## src/stfr_consts.svh

```systemverilog
// Purpose: Constants for the serial text frame receiver.
// Assumes: 10 MHz pclk, 32-bit APB register words.
// Notes:   Offsets are byte addresses of aligned words.
`ifndef STFR_CONSTS_SVH
`define STFR_CONSTS_SVH
`define STFR_OFF_CTRL      12'h000
`define STFR_OFF_MARKERS   12'h004
`define STFR_OFF_LENGTHS   12'h008
`define STFR_OFF_ADDR      12'h00c
`define STFR_OFF_WDOG      12'h010
`define STFR_OFF_POLARITY  12'h014
`define STFR_OFF_STATUS    12'h018
`define STFR_OFF_TEXT_LO   12'h01c
`define STFR_OFF_TEXT_HI   12'h020
`define STFR_OFF_MENU      12'h024
`define STFR_OFF_FIELDBUS  12'h028
`define STFR_RST_START     8'h02
`define STFR_RST_DEND      8'h09
`define STFR_RST_END       8'h03
`define STFR_RST_SKIP2     4'h2
`define STFR_RST_REFLEN    4'h6
`define STFR_RST_BAUD      4'h4
`define STFR_MAX_BAUD      4'h8
`define STFR_MAX_REFLEN    4'h8
`define STFR_MAX_SKIP1     4'h9
`define STFR_MAX_ADIGITS   2'h3
`define STFR_MAX_WDOG      10'h3e7
`define STFR_ASCII_ZERO    8'h30
`define STFR_WDOG_TICK_MS  1
`define STFR_CLK_HZ        10000000
`define STFR_WDOG_TICK_CYC ((`STFR_CLK_HZ / 1000) * `STFR_WDOG_TICK_MS)
`define STFR_FB_OUT_BYTES  34
`define STFR_FB_IN_BYTES   4
`define STFR_FB_MAX_KBPS   12000
`endif

```

## src/stfr_pkg.sv

```systemverilog
// Purpose: Types for the serial text frame receiver.
// Assumes: Used together with stfr_consts.svh.
// Notes:   States carry no explicit codes.
package stfr_pkg;
  typedef enum logic [2:0] {
    STFR_HUNT, STFR_SKIP1, STFR_ADDR, STFR_DEND, STFR_SKIP2, STFR_TEXT, STFR_TAIL
  } stfr_state_t;
  typedef enum logic [1:0] {STFR_PAR_NONE, STFR_PAR_EVEN, STFR_PAR_ODD} stfr_parity_t;
endpackage : stfr_pkg

```

## src/stfr_receiver.sv

```systemverilog
// Purpose: User-protocol frame parser with watchdog, key reports and config commit.
// Assumes: Bytes arrive from a UART on the same clock as one-cycle strobes.
// Notes:   Character format settings are registers handed to the UART.
`timescale 1ns/10ps
`include "stfr_consts.svh"
module stfr_receiver
  import stfr_pkg::*;
#(
  parameter int TICK_CYC = `STFR_WDOG_TICK_CYC,  // Cycles per watchdog tick.
  parameter int NKEYS    = 12                     // Number of binary inputs.
) (
  // Clock and reset.
  input  wire logic             pclk,
  input  wire logic             presetn,
  // APB slave.
  input  wire logic             psel,
  input  wire logic             penable,
  input  wire logic             pwrite,
  input  wire logic [11:0]      paddr,
  input  wire logic [31:0]      pwdata,
  output logic      [31:0]      prdata,
  output logic                  pready,
  output logic                  pslverr,
  // Received byte stream from the UART.
  input  wire logic             rx_valid,
  input  wire logic [7:0]       rx_data,
  // Transmit request toward the UART.
  output logic                  tx_valid,
  output logic      [7:0]       tx_data,
  input  wire logic             tx_ready,
  // Binary inputs from pins.
  input  wire logic [NKEYS-1:0] key_pin,
  // Displayed text and frame events.
  output logic                  frame_done,
  output logic      [63:0]      text_out,
  output logic                  no_host,
  // Character format toward the UART.
  output logic                  seven_bits,
  output logic      [1:0]       parity_sel,
  output logic                  two_stops,
  output logic      [3:0]       baud_sel,
  // Configuration commit toward the interface unit.
  output logic                  cfg_send,
  output logic                  sys_restart,
  output logic                  page_mode
);
  // Configuration registers.
  // They hold the factory defaults from reset until the host rewrites them.
  logic [7:0]  start_r, dend_r, end_r, own_addr_r;
  logic [3:0]  skip1_r, skip2_r, reflen_r;
  logic [1:0]  adigits_r;
  logic [9:0]  wdog_r;
  logic [NKEYS-1:0] polarity_r;       // One selects normally-closed sensing.
  logic        menu_restart_r;        // Menu was sent back to its first item.
  logic [31:0] fb_ctrl_r;             // Fieldbus control word mirror.
  // Parser state.
  stfr_state_t state_r;
  logic [3:0]  cnt_r;                 // Symbol counter within a field.
  logic [9:0]  addr_acc_r;            // Decimal address accumulator.
  logic [63:0] text_r;                // Text being collected.
  // Watchdog state.
  logic [$clog2(TICK_CYC+1)-1:0] tick_r;
  logic [9:0]  wd_cnt_r;

  // Latest APB access phase; a write lands only while pready is also high.
  logic wr_en;
  assign wr_en = psel & penable & pwrite;

  // Mapped address check.
  logic mapped;
  always_comb begin
    case (paddr)
      `STFR_OFF_CTRL, `STFR_OFF_MARKERS, `STFR_OFF_LENGTHS, `STFR_OFF_ADDR,
      `STFR_OFF_WDOG, `STFR_OFF_POLARITY, `STFR_OFF_STATUS, `STFR_OFF_TEXT_LO,
      `STFR_OFF_TEXT_HI, `STFR_OFF_MENU, `STFR_OFF_FIELDBUS: mapped = 1'b1;
      default: mapped = 1'b0;
    endcase
  end

  // APB answers in the access phase with no wait state; unmapped access errors.
  // Since pready is registered, each transfer takes exactly one access cycle.
  always_ff @(posedge pclk or negedge presetn) begin
    if (!presetn) begin
      pready  <= 1'b0;
      pslverr <= 1'b0;
    end else begin
      pready  <= psel & ~penable;
      pslverr <= psel & ~penable & ~mapped;
    end
  end

  // Configuration writes; menu confirmation handled here too.
  always_ff @(posedge pclk or negedge presetn) begin
    if (!presetn) begin
      start_r        <= `STFR_RST_START;
      dend_r         <= `STFR_RST_DEND;
      end_r          <= `STFR_RST_END;
      skip1_r        <= 4'h0;
      skip2_r        <= `STFR_RST_SKIP2;
      reflen_r       <= `STFR_RST_REFLEN;
      adigits_r      <= 2'h0;
      own_addr_r     <= 8'h00;
      wdog_r         <= 10'h000;
      polarity_r     <= '0;
      seven_bits     <= 1'b0;
      parity_sel     <= 2'h0;
      two_stops      <= 1'b0;
      baud_sel       <= `STFR_RST_BAUD;
      menu_restart_r <= 1'b0;
      fb_ctrl_r      <= 32'h0000_0000;
    end else if (wr_en && pready) begin
      case (paddr)
        // Character format: 7 or 8 bits, parity, stop bits, baud index.
        `STFR_OFF_CTRL: begin
          seven_bits <= pwdata[0];
          parity_sel <= (pwdata[2:1] == 2'h3) ? 2'h0 : pwdata[2:1];
          two_stops  <= pwdata[3];
          baud_sel   <= (pwdata[7:4] > `STFR_MAX_BAUD) ? `STFR_MAX_BAUD : pwdata[7:4];
        end
        // Frame markers: start byte, data-end byte and end byte.
        `STFR_OFF_MARKERS: begin
          start_r <= pwdata[7:0];
          dend_r  <= pwdata[15:8];
          end_r   <= pwdata[23:16];
        end
        // Field lengths; the skip-1 and text counts are clamped to what the parser can hold.
        `STFR_OFF_LENGTHS: begin
          skip1_r   <= (pwdata[3:0] > `STFR_MAX_SKIP1) ? `STFR_MAX_SKIP1 : pwdata[3:0];
          skip2_r   <= pwdata[7:4];
          reflen_r  <= (pwdata[11:8] > `STFR_MAX_REFLEN) ? `STFR_MAX_REFLEN : pwdata[11:8];
          adigits_r <= pwdata[13:12];
        end
        `STFR_OFF_ADDR: own_addr_r <= pwdata[7:0];
        // Watchdog interval in ticks; larger values are clamped to the top.
        `STFR_OFF_WDOG: begin
          wdog_r <= (pwdata[9:0] > `STFR_MAX_WDOG) ? `STFR_MAX_WDOG : pwdata[9:0];
        end
        // One polarity bit per key; a one senses a normally-closed contact.
        `STFR_OFF_POLARITY: polarity_r <= pwdata[NKEYS-1:0];
        // Menu answer: bit 0 high is Yes; anything else restarts the menu.
        `STFR_OFF_MENU: menu_restart_r <= ~pwdata[0];
        // Fieldbus control mirror; no rate field, the bus side finds the rate.
        `STFR_OFF_FIELDBUS: fb_ctrl_r <= pwdata;
        default: ;
      endcase
    end
  end

  // A Yes at the menu emits the config send, then the restart a cycle later.
  logic commit_p;
  assign commit_p = wr_en & pready & (paddr == `STFR_OFF_MENU) & pwdata[0];
  always_ff @(posedge pclk or negedge presetn) begin
    if (!presetn) begin
      cfg_send    <= 1'b0;
      sys_restart <= 1'b0;
    end else begin
      cfg_send    <= commit_p;
      sys_restart <= cfg_send;
    end
  end

  // Mode select from the master's control bit 1; same layout in either mode.
  always_ff @(posedge pclk or negedge presetn) begin
    if (!presetn) page_mode <= 1'b0;
    else          page_mode <= fb_ctrl_r[1];
  end

  // Frame parser.
  // An address digit is an ASCII numeral; anything above nine is no digit.
  logic [7:0] dig;
  logic [9:0] addr_sum;
  assign dig      = rx_data - 8'h30;
  assign addr_sum = 10'((addr_acc_r * 10) + {2'h0, dig});
  always_ff @(posedge pclk or negedge presetn) begin
    if (!presetn) begin
      state_r    <= STFR_HUNT;
      cnt_r      <= 4'h0;
      addr_acc_r <= 10'h000;
      text_r     <= 64'h0;
      text_out   <= 64'h0;
      frame_done <= 1'b0;
    end else begin
      frame_done <= 1'b0;
      if (rx_valid) begin
        case (state_r)
          STFR_HUNT: begin
            // Any other byte is ignored while hunting for the start marker.
            if (rx_data == start_r) begin
              cnt_r      <= 4'h0;
              addr_acc_r <= 10'h000;
              text_r     <= 64'h0;
              if (skip1_r != 4'h0) state_r <= STFR_SKIP1;
              else if (adigits_r != 2'h0) state_r <= STFR_ADDR;
              else state_r <= STFR_DEND;
            end
          end
          STFR_SKIP1: begin
            // Leading symbols after the start marker are counted off and dropped.
            if (cnt_r + 4'h1 >= skip1_r) begin
              cnt_r   <= 4'h0;
              state_r <= (adigits_r != 2'h0) ? STFR_ADDR : STFR_DEND;
            end else cnt_r <= cnt_r + 4'h1;
          end
          STFR_ADDR: begin
            if (dig > 8'h09) state_r <= STFR_HUNT;
            else if (cnt_r + 4'h1 >= {2'h0, adigits_r}) begin
              cnt_r <= 4'h0;
              // Own address or broadcast zero passes; others are dropped.
              if (addr_sum == {2'h0, own_addr_r} || addr_sum == 10'h000)
                state_r <= STFR_DEND;
              else state_r <= STFR_HUNT;
            end else begin
              cnt_r      <= cnt_r + 4'h1;
              addr_acc_r <= addr_sum;
            end
          end
          STFR_DEND: begin
            // Bytes before the data-end marker are dropped whatever they hold.
            if (rx_data == dend_r) begin
              cnt_r   <= 4'h0;
              state_r <= (skip2_r != 4'h0) ? STFR_SKIP2
                       : (reflen_r != 4'h0) ? STFR_TEXT : STFR_TAIL;
            end
          end
          STFR_SKIP2: begin
            // The second skip run is counted off the same way.
            if (cnt_r + 4'h1 >= skip2_r) begin
              cnt_r   <= 4'h0;
              state_r <= (reflen_r != 4'h0) ? STFR_TEXT : STFR_TAIL;
            end else cnt_r <= cnt_r + 4'h1;
          end
          STFR_TEXT: begin
            // Characters are packed first-received in the low byte.
            text_r[cnt_r[2:0]*8 +: 8] <= rx_data;
            if (cnt_r + 4'h1 >= reflen_r) begin
              cnt_r   <= 4'h0;
              state_r <= STFR_TAIL;
            end else cnt_r <= cnt_r + 4'h1;
          end
          STFR_TAIL: begin
            // Bytes other than the end marker are ignored until it arrives.
            if (rx_data == end_r) begin
              text_out   <= text_r;
              frame_done <= 1'b1;
              state_r    <= STFR_HUNT;
            end
          end
          default: state_r <= STFR_HUNT;
        endcase
      end
    end
  end

  // Watchdog: counts ticks since the last byte; zero interval disables it.
  // The tick prescaler keeps the interval counter narrow at any clock rate.
  always_ff @(posedge pclk or negedge presetn) begin
    if (!presetn) begin
      tick_r   <= '0;
      wd_cnt_r <= 10'h000;
      no_host  <= 1'b0;
    end else if (rx_valid) begin
      tick_r   <= '0;
      wd_cnt_r <= 10'h000;
      no_host  <= 1'b0;
    end else if (wdog_r != 10'h000) begin
      if (tick_r == ($bits(tick_r))'(TICK_CYC - 1)) begin
        tick_r <= '0;
        if (wd_cnt_r + 10'h001 >= wdog_r) no_host <= 1'b1;
        else wd_cnt_r <= wd_cnt_r + 10'h001;
      end else tick_r <= tick_r + 1'b1;
    end
  end

  // Key inputs: three-stage synchroniser, polarity mask, agreement filter.
  // Waiting for two stages to agree keeps a metastable sample out of reports.
  logic [NKEYS-1:0] k1_r, k2_r, k3_r, key_r, active;
  genvar gi;
  generate
    for (gi = 0; gi < NKEYS; gi++) begin : g_key
      always_ff @(posedge pclk or negedge presetn) begin
        if (!presetn) begin
          k1_r[gi]  <= 1'b0;
          k2_r[gi]  <= 1'b0;
          k3_r[gi]  <= 1'b0;
          key_r[gi] <= 1'b0;
        end else begin
          k1_r[gi] <= key_pin[gi];
          k2_r[gi] <= k1_r[gi];
          k3_r[gi] <= k2_r[gi];
          if (k2_r[gi] == k3_r[gi]) key_r[gi] <= k3_r[gi] ^ polarity_r[gi];
        end
      end
      assign active[gi] = key_r[gi];
    end
  endgenerate

  // Key reporter: lowest newly active key sends '0' plus its index (':' and ';' for keys 10 and 11), a release sends '0'.
  // A new report waits while the previous one is still pending toward the host.
  logic [NKEYS-1:0] sent_r;
  logic [7:0]       rep;
  logic             rep_v;
  logic [NKEYS-1:0] rep_mask;
  always_comb begin
    rep_v    = 1'b0;
    rep      = `STFR_ASCII_ZERO;
    rep_mask = sent_r;
    for (int i = NKEYS - 1; i >= 0; i--) begin
      if (active[i] != sent_r[i]) begin
        rep_v       = 1'b1;
        rep_mask    = sent_r;
        rep_mask[i] = active[i];
        rep = active[i] ? 8'(`STFR_ASCII_ZERO + i) : `STFR_ASCII_ZERO;
      end
    end
  end
  always_ff @(posedge pclk or negedge presetn) begin
    if (!presetn) begin
      sent_r   <= '0;
      tx_valid <= 1'b0;
      tx_data  <= 8'h00;
    end else if (tx_valid) begin
      if (tx_ready) tx_valid <= 1'b0;
    end else if (rep_v) begin
      tx_valid <= 1'b1;
      tx_data  <= rep;
      sent_r   <= rep_mask;
    end
  end

  // Fieldbus area sizes, shown in the top bits of the status word.
  localparam logic [5:0] FB_OUT = 6'(`STFR_FB_OUT_BYTES);
  localparam logic [2:0] FB_IN  = 3'(`STFR_FB_IN_BYTES);
  // Register read data, loaded in the setup cycle so it stands in the access cycle.
  always_ff @(posedge pclk or negedge presetn) begin
    if (!presetn) prdata <= 32'h0000_0000;
    else if (psel && !penable && !pwrite) begin
      case (paddr)
        `STFR_OFF_CTRL:     prdata <= {24'h0, baud_sel, two_stops, parity_sel, seven_bits};
        `STFR_OFF_MARKERS:  prdata <= {8'h0, end_r, dend_r, start_r};
        `STFR_OFF_LENGTHS:  prdata <= {18'h0, adigits_r, reflen_r, skip2_r, skip1_r};
        `STFR_OFF_ADDR:     prdata <= {24'h0, own_addr_r};
        `STFR_OFF_WDOG:     prdata <= {22'h0, wdog_r};
        `STFR_OFF_POLARITY: prdata <= {{(32-NKEYS){1'b0}}, polarity_r};
        // Status: fieldbus area sizes on top, then the keys, then the flags.
        `STFR_OFF_STATUS:   prdata <= ({{(32-NKEYS){1'b0}}, active} << 8)
                                      | {FB_OUT, FB_IN, 23'h0}
                                      | {28'h0, menu_restart_r, page_mode, frame_done, no_host};
        `STFR_OFF_TEXT_LO:  prdata <= text_out[31:0];
        `STFR_OFF_TEXT_HI:  prdata <= text_out[63:32];
        `STFR_OFF_MENU:     prdata <= {31'h0, menu_restart_r};
        `STFR_OFF_FIELDBUS: prdata <= fb_ctrl_r;
        default:            prdata <= 32'h0000_0000;
      endcase
    end
  end
endmodule : stfr_receiver

```

## config.mk

```make
export PLATFORM = sky130hd
export DESIGN_NAME = stfr_receiver
export DESIGN_NICKNAME = d
export VERILOG_FILES = /design/src/stfr_pkg.sv /design/src/stfr_receiver.sv
export VERILOG_INCLUDE_DIRS = /design/src /design/src/src
export SDC_FILE = /design/constraint.sdc
export NUM_CORES = 1
export LEC_CHECK = 0
export BUFFER_PORTS_ARGS = -buffer_cell sky130_fd_sc_hd__buf_2
export CAP_MARGIN = 10
export CORE_ASPECT_RATIO = 1.5
export CORE_UTILIZATION = 45
export DETAILED_ROUTE_END_ITERATION = 10
export PLACE_DENSITY_LB_ADDON = 0.08
export SYNTH_ARGS = -nofsm -noshare
export SYNTH_HDL_FRONTEND = slang
export SYNTH_SLANG_ARGS = --single-unit
```

## constraint.sdc

```tcl
create_clock -name pclk -period 5.3 [get_ports pclk]
set_input_delay 0.265 -clock pclk [delete_from_list [all_inputs] [get_ports pclk]]
set_output_delay 0.265 -clock pclk [all_outputs]
set_load 0.01 [all_outputs]
```

==> qor.yml, run 1 <==
global_route:
  antenna_found_initial: 3
  grt_pass1_vias: 14200
  grt-ovfl-total: 0
  grt_pass1_wl_mm: 86.5
  grt_max_degree: 148
  grt_usage: 0.274
yosys:
  syn-cell-area_sq_mm: 0.0184
  synth_cell_types: 81
  ys_ff_latch: 382
  synth_ff_type: "dfrtp_1"
  synth_edf_count: 0
  syn_inst: 1636
  synth.avg_cell_area_sq_um: 11.2
  yosysTopAreaCell: "dfrtp_1"
  yosys_warnings: 0
  synthArstFlopShare: 1.00
  netlist_top_cells_area: "dfrtp_1 (51%), mux2_2 (11%), ha_1 (3.7%)"
  ys_seq_area_frac: 0.521
  yosys.area.top_type_share: 0.508
worst_setup_path:
  crit_buf_inv: 0
  arrival_ps: 4440
  worstPathRequired_ps: 5750
  slowest_stage: "a2111oi_0"
  cp_common_cell: "ha_1"
  criticalPathCategory: "register to register"
  slowest_delay_ps: 470
  startpoint_type: "register"
  path_max_fanout: 7
  crit_family: "compound AO/OA/AOI/OAI gates"
  worstSetupEndpointType: "register"
  crit_chain: "ha_1 -> ha_1 -> a21o_1 -> a21oi_1 -> xnor2_1 -> ha_1 -> or3b_2 -> nand4_1 -> a2111oi_0 -> o2111ai_1 -> a2111oi_1 -> a32oi_1 -> or3_1 -> a221oi_1"
die:
  std_cell_rows: 90
  dieArea_sq_mm: 0.0416
  start_util: 0.457
  die_h_um: 249
  die_x_um: 167
  core_area_sq_mm: 0.0402
  io-pin-count: 191
worst_hold_path:
  min_path_type: "input pin to register"
clocking:
  cts_resized: 0
  clk_pin_slew_ps: 60
  cts_tree: "yes"
  clock_path_buffers: 3
  cts.htree.levels: 2
  clkLatencyLatePin_ps: 560
  cts_buffers: 39
  clk_root_buffer_cell: "clkbuf_16"
  clock_sinks: 382
placed_design:
  placed_area_sq_mm: 0.0197
  place_hpwl_mm: 40.2
  portBuffers: 188
  globalplace.congestion: 0.874
sta:
  drv_slew: 0
  tightest_slew_ps: 1080
  final_hold_viol_count: 0
  rsz0062_at_grt: "false"
  fin_skew_ps: 13.5
  period_needed_ps: 3990
  finalSetupTns_ps: 0
  setup_viol: 0
  relSlewSlack: 0.274
  fmax_mhz: 251
  min_period_over_period: 0.753
route:
  drtPass1Iterations: 6
  routed_via_density: 5.86
  drt_iter0_drc: 1003
  drc: 0
  wl_per_cell_um: 23.8
  routed_wl_mm: 56.3
  vias: 13900
  antenna_left: 0
cells_and_area:
  nNetsFinal: 1956
  layout-drive-gt1-share: 0.252
  final_area_sq_mm: 0.0214
  area_growth_pct: 16.8
power_and_ir_drop:
  power_density_mw_per_mm2: 362
  ir_drop_v: 0.000218
  p_leak_nw: 10.2
run_status:
  outcome: "finished clean"
job:
  cap_viol_max_count: 0
-- cell usage after synthesis, types with 33 or more instances --
cell	number
a21oi_1	50
a22o_1	60
clkbuf_1	56
dfrtp_1	373
ha_1	54
inv_1	52
mux2_2	178
nand2_1	121
nand3_1	33
nor2_1	103
o21ai_0	91
xnor2_1	47
-- cell families (layout without fill, tap and decap cells) --
| kind of cell | Yosys count | after routing | share of synthesized area |
|---|---|---|---|
| simple gates | 424 | 424 | 0.114 |
| buf+inv | 137 | 359 | 0.0309 |
| compound gates | 357 | 357 | 0.134 |
| mux | 199 | 199 | 0.122 |
| other cells | 1 | 5 | 0.000204 |
| flops | 382 | 382 | 0.521 |
| xor+xnor | 76 | 76 | 0.0362 |
| fa+ha+maj | 60 | 60 | 0.0411 |
-- path summary, 6_finish.rpt --
| path | start | endpoint | slack (ps) | cells past startpoint |
|---|---|---|---|---|
| setup / recovery | addr_acc_r[2] | state_r[1] | 1310 | 14 |
| max in group asynchronous | presetn | wd_cnt_r[7] | 3590 | 3 |
| min in group asynchronous | presetn | text_out[49] | 340 | 2 |
| hold reg to reg | k1_r[8] | k2_r[8] | 350 | 0 |
| hold / removal | pwdata[11] | polarity_r[11] | 80 | 3 |
| setup reg to reg | addr_acc_r[2] | state_r[1] | 1310 | 14 |
-- cell usage in the layout, fill, tap and decap left out, types with 7 or more instances in the layout --
cell type	netlist	routed
dfrtp_1	373	373
buf_2	18	187
mux2_2	178	178
nand2_1	121	121
nor2_1	103	102
o21ai_0	91	91
a22o_1	60	60
ha_1	54	54
inv_1	52	52
a21oi_1	50	50
xnor2_1	47	47
clkbuf_16	0	39
dlygate4sd3_1	0	35
nand3_1	33	33
xor2_1	29	29
nor2b_1	28	28
nand2b_1	25	25
a31oi_1	24	24
a22oi_1	22	22
and3_1	20	19
nor3_1	20	19
mux2i_1	17	17
a222oi_1	17	17
nand4_1	14	14
o31ai_1	13	13
a221oi_1	12	12
clkbuf_1	56	11
a21o_1	10	10
or3_1	10	10
o211ai_1	10	10
dfstp_2	9	9
buf_4	6	9
nor4_1	8	8
nor3b_1	7	7
-- worst reg2reg max path: stages, from the launching register on --
cell and delay, ps:
dfrtp_1 400, ha_1 320, ha_1 290, a21o_1 180
a21oi_1 230, xnor2_1 100, ha_1 420, or3b_2 170
nand4_1 70, a2111oi_0 470, o2111ai_1 190, a2111oi_1 310
a32oi_1 90, or3_1 370, a221oi_1 290
-- sequential cells by signal, indices dropped and copies added (netlist names), 12 cells and up --
signal / flops
tick_r: 14
active: 12
sent_r: 12
text_r: 64
fb_ctrl_r: 32
k3_r: 12
k1_r: 12
text_out: 64
polarity_r: 12
prdata: 32
k2_r: 12
-- stage by stage --
stage / setup slack (ps) / util / hold WS, ps / std cells / power, mW
6_report: 1310 / 0.533 / 81.6 / 2368 / 7.76
5_1_grt: 1010 / 0.533 / 62.3 / 2368 / 8.13
4_1_cts: 1270 / 0.533 / 61.2 / 2365 / 7.83
3_5_place_dp: 1280 / 0.491 / 336 / 2259 / 4.84
3_3_place_gp: 1380 / 0.491 / 332 / 2259 / 4.83
2_1_floorplan: 1690 / - / -30.6 / 1637 / 4.33
-- power breakdown --
| group | leakage (nW) | internal (mW) | switching, mW |
|---|---|---|---|
| clock network | 0.656 | 1.75 | 1.20 |
| registers | 5.05 | 3.08 | 0.166 |
| logic | 4.45 | 0.625 | 0.938 |
-- final cells by class --
type	instances	area (sq um)
repair buffers	235	1430
inverters	53	199
diodes	3	7.51
clock buffers	56	1100
clock inverters	15	256
multi-input cells	1118	8250
well taps	506	633
fillers	3621	18800
flip-flops and latches	382	9570
-- metal layers --
metal / global-route usage / share of wire
met3: 0.0403 / 0.048
met5: 0 / 0
met2: 0.482 / 0.51
met1: 0.335 / 0.40
met4: 0.110 / 0.040
-- what timing repair did --
item	CTS	global route
hold buffers	35	0
endpoints found under the hold margin	146	0
setup buffers	0	0
endpoints found under the setup margin	0	0
Note: power is estimated with default switching activity, not from simulation.
==> run 2, diff against run 1 <==
Clock period 5.3 ns to 3.7 ns, I/O delays scaled along.
==> run 2 against run 1 <==
Net effect:
- global-route usage increased by 0.80 points
- wire length increased by 3.2%
- worst setup slack worse by 1200 ps
- worst hold slack worse by 57 ps
- via count increased by 1.0%
- sequential share of layout area decreased by 1.2 points
- total power increased by 49%
- fmax rose by 12%
- cell area up 2.8%
- largest cell class unchanged
- critical path type unchanged
- register-to-register slack lost 1200 ps
- clock-buffer cell count is 7 higher
- core utilization increased by 1.5 points
==> qor.yml, run 2 (synthesis results as in run 1) <==
sta:
  setup_viol: 0
  fmax_mhz: 281
  min_period_over_period: 0.961
  finalSetupTns_ps: 0
  final_hold_viol_count: 0
  fin_skew_ps: 14.4
  relSlewSlack: 0.340
  rsz0062_at_grt: "true"
  drv_slew: 0
  tightest_slew_ps: 989
  period_needed_ps: 3560
  hold-worst-slack_ps: 25.1
worst_setup_path:
  criticalPathCategory: "register to register"
  worstSetupEndpointType: "register"
  worstPathRequired_ps: 4160
  startpoint_type: "register"
  path_max_fanout: 3
  arrival_ps: 4020
route:
  vias: 14000
  routed_wl_mm: 58.1
  drtPass1Iterations: 6
  antenna_left: 0
  drc: 0
  drt_iter0_drc: 1125
  routed_via_density: 5.81
  wl_per_cell_um: 24.1
cells_and_area:
  area_growth_pct: 20.0
  layout-drive-gt1-share: 0.282
  layout_common_cells: "dfrtp_1 (373), buf_2 (187), mux2_2 (178)"
  register_area_sq_mm: 0.00957
  multi_input_area_sq_mm: 0.00844
  nNetsFinal: 2002
  reg.largest.list: "text_out: 64 flops, text_r: 64 flops"
  nFillCells: 3492
  layout_commonest_cell: "dfrtp_1"
  finish.utilization: 0.548
  final_area_sq_mm: 0.0220
job:
  cap_viol_max_count: 0
global_route:
  antenna_found_initial: 3
  grt_usage: 0.282
  grt_pass1_vias: 14200
  grt_max_degree: 105
  grt-ovfl-total: 0
  grt_pass1_wl_mm: 87.9
clocking:
  cts_buffers: 40
  clk_root_buffer_cell: "clkbuf_16"
  clk_pin_slew_ps: 60
  cts.htree.levels: 2
  clock_path_buffers: 3
  clkLatencyLatePin_ps: 560
  clock_sinks: 382
  cts_tree: "yes"
power_and_ir_drop:
  sequentialPowerShare: 0.401
  power.switching_mw: 3.46
  ir_drop_v: 0.000335
  p_clk_frac: 0.367
  comb_power_share: 0.232
  p_int_mw: 8.13
  switching_share: 0.299
  p_leak_nw: 10.4
  power_density_mw_per_mm2: 526
placed_design:
  place_hpwl_mm: 42.1
  portBuffers: 188
  placed_area_sq_mm: 0.0201
  globalplace.congestion: 0.883
die:
  start_util: 0.457
  die_x_um: 167
  std_cell_rows: 90
  core_area_sq_mm: 0.0402
  die_h_um: 249
  dieArea_sq_mm: 0.0416
  io-pin-count: 191
run_status:
  outcome: "finished clean"
worst_hold_path:
  min_path_type: "input pin to register"
## run 2: cell count changes in the layout (fill, tap and decap cells not counted), moves of 9 or more
cell and delta:
buf_4 +38, clkbuf_8 +9, ha_1 -9, ha_4 +9
## run 2: final timing paths
| kind | startpoint | endpoint | slack, ps | depth (start not counted) |
|---|---|---|---|---|
| max in group asynchronous | presetn | baud_sel[2] | 2450 | 3 |
| worst min register to register | k1_r[0] | k2_r[0] | 340 | 0 |
| min in group asynchronous | presetn | prdata[21] | 280 | 2 |
| worst min-delay path | pwdata[9] | reflen_r[1] | 30 | 3 |
| worst max-delay path | addr_acc_r[2] | state_r[1] | 140 | 14 |
| worst max register to register | addr_acc_r[2] | state_r[1] | 140 | 14 |
## run 2: metrics by stage
stage               setup slack [ps]  power (mW)  std cells
global placement               -68.9        7.07       2300
floorplan                       93.1        6.20       1637
detailed placement             -96.1        7.08       2300
finish                           143        11.6       2415
global route                   -53.3        12.1       2415
CTS                             13.2        11.4       2411
## run 2: repair_timing
item,4_1_cts,5_1_grt
hold buffers,38,0
gates resized for setup,4,27
buffers inserted,0,1
setup endpoints to repair,1,2
pin swaps,1,14
endpoints found under the hold margin,151,0
## run 2: layer usage
metal	global-route usage	wire, um	vias up
met3	0.0390	2850	122
li1	-	-	6402
met4	0.131	2750	0
met5	0	0	-
met1	0.346	23300	7039
met2	0.489	29200	460
## run 2: power by group through the flow
stage / registers [mW] / clock network [mW] / logic (mW)
6_report: 4.64 / 4.25 / 2.69
5_1_grt: 4.67 / 4.48 / 2.96
4_1_cts: 4.63 / 4.34 / 2.45
3_5_place_dp: 4.70 / 0 / 2.38
3_3_place_gp: 4.69 / 0 / 2.37
2_1_floorplan: 4.65 / 0 / 1.55
## run 2: critical path, cell delays in order (launching register included)
cell	delay (ps)
dfrtp_1	430
ha_4	230
ha_1	290
a21o_1	190
a21oi_4	170
xnor2_2	110
ha_4	300
or3b_4	120
nand4_1	100
a2111oi_2	230
o2111ai_1	180
a2111oi_2	360
a32oi_1	110
or3_4	430
a221oi_2	220
## run 2: cell type report
class,count,area share
sequential,382,0.434
multi-input combinational,1118,0.383
timing repair buffer,280,0.0824
clock buffer,63,0.0561
tap,506,0.0287
inverter,53,0.00903
clock inverter,10,0.00647
antenna,3,0.000341
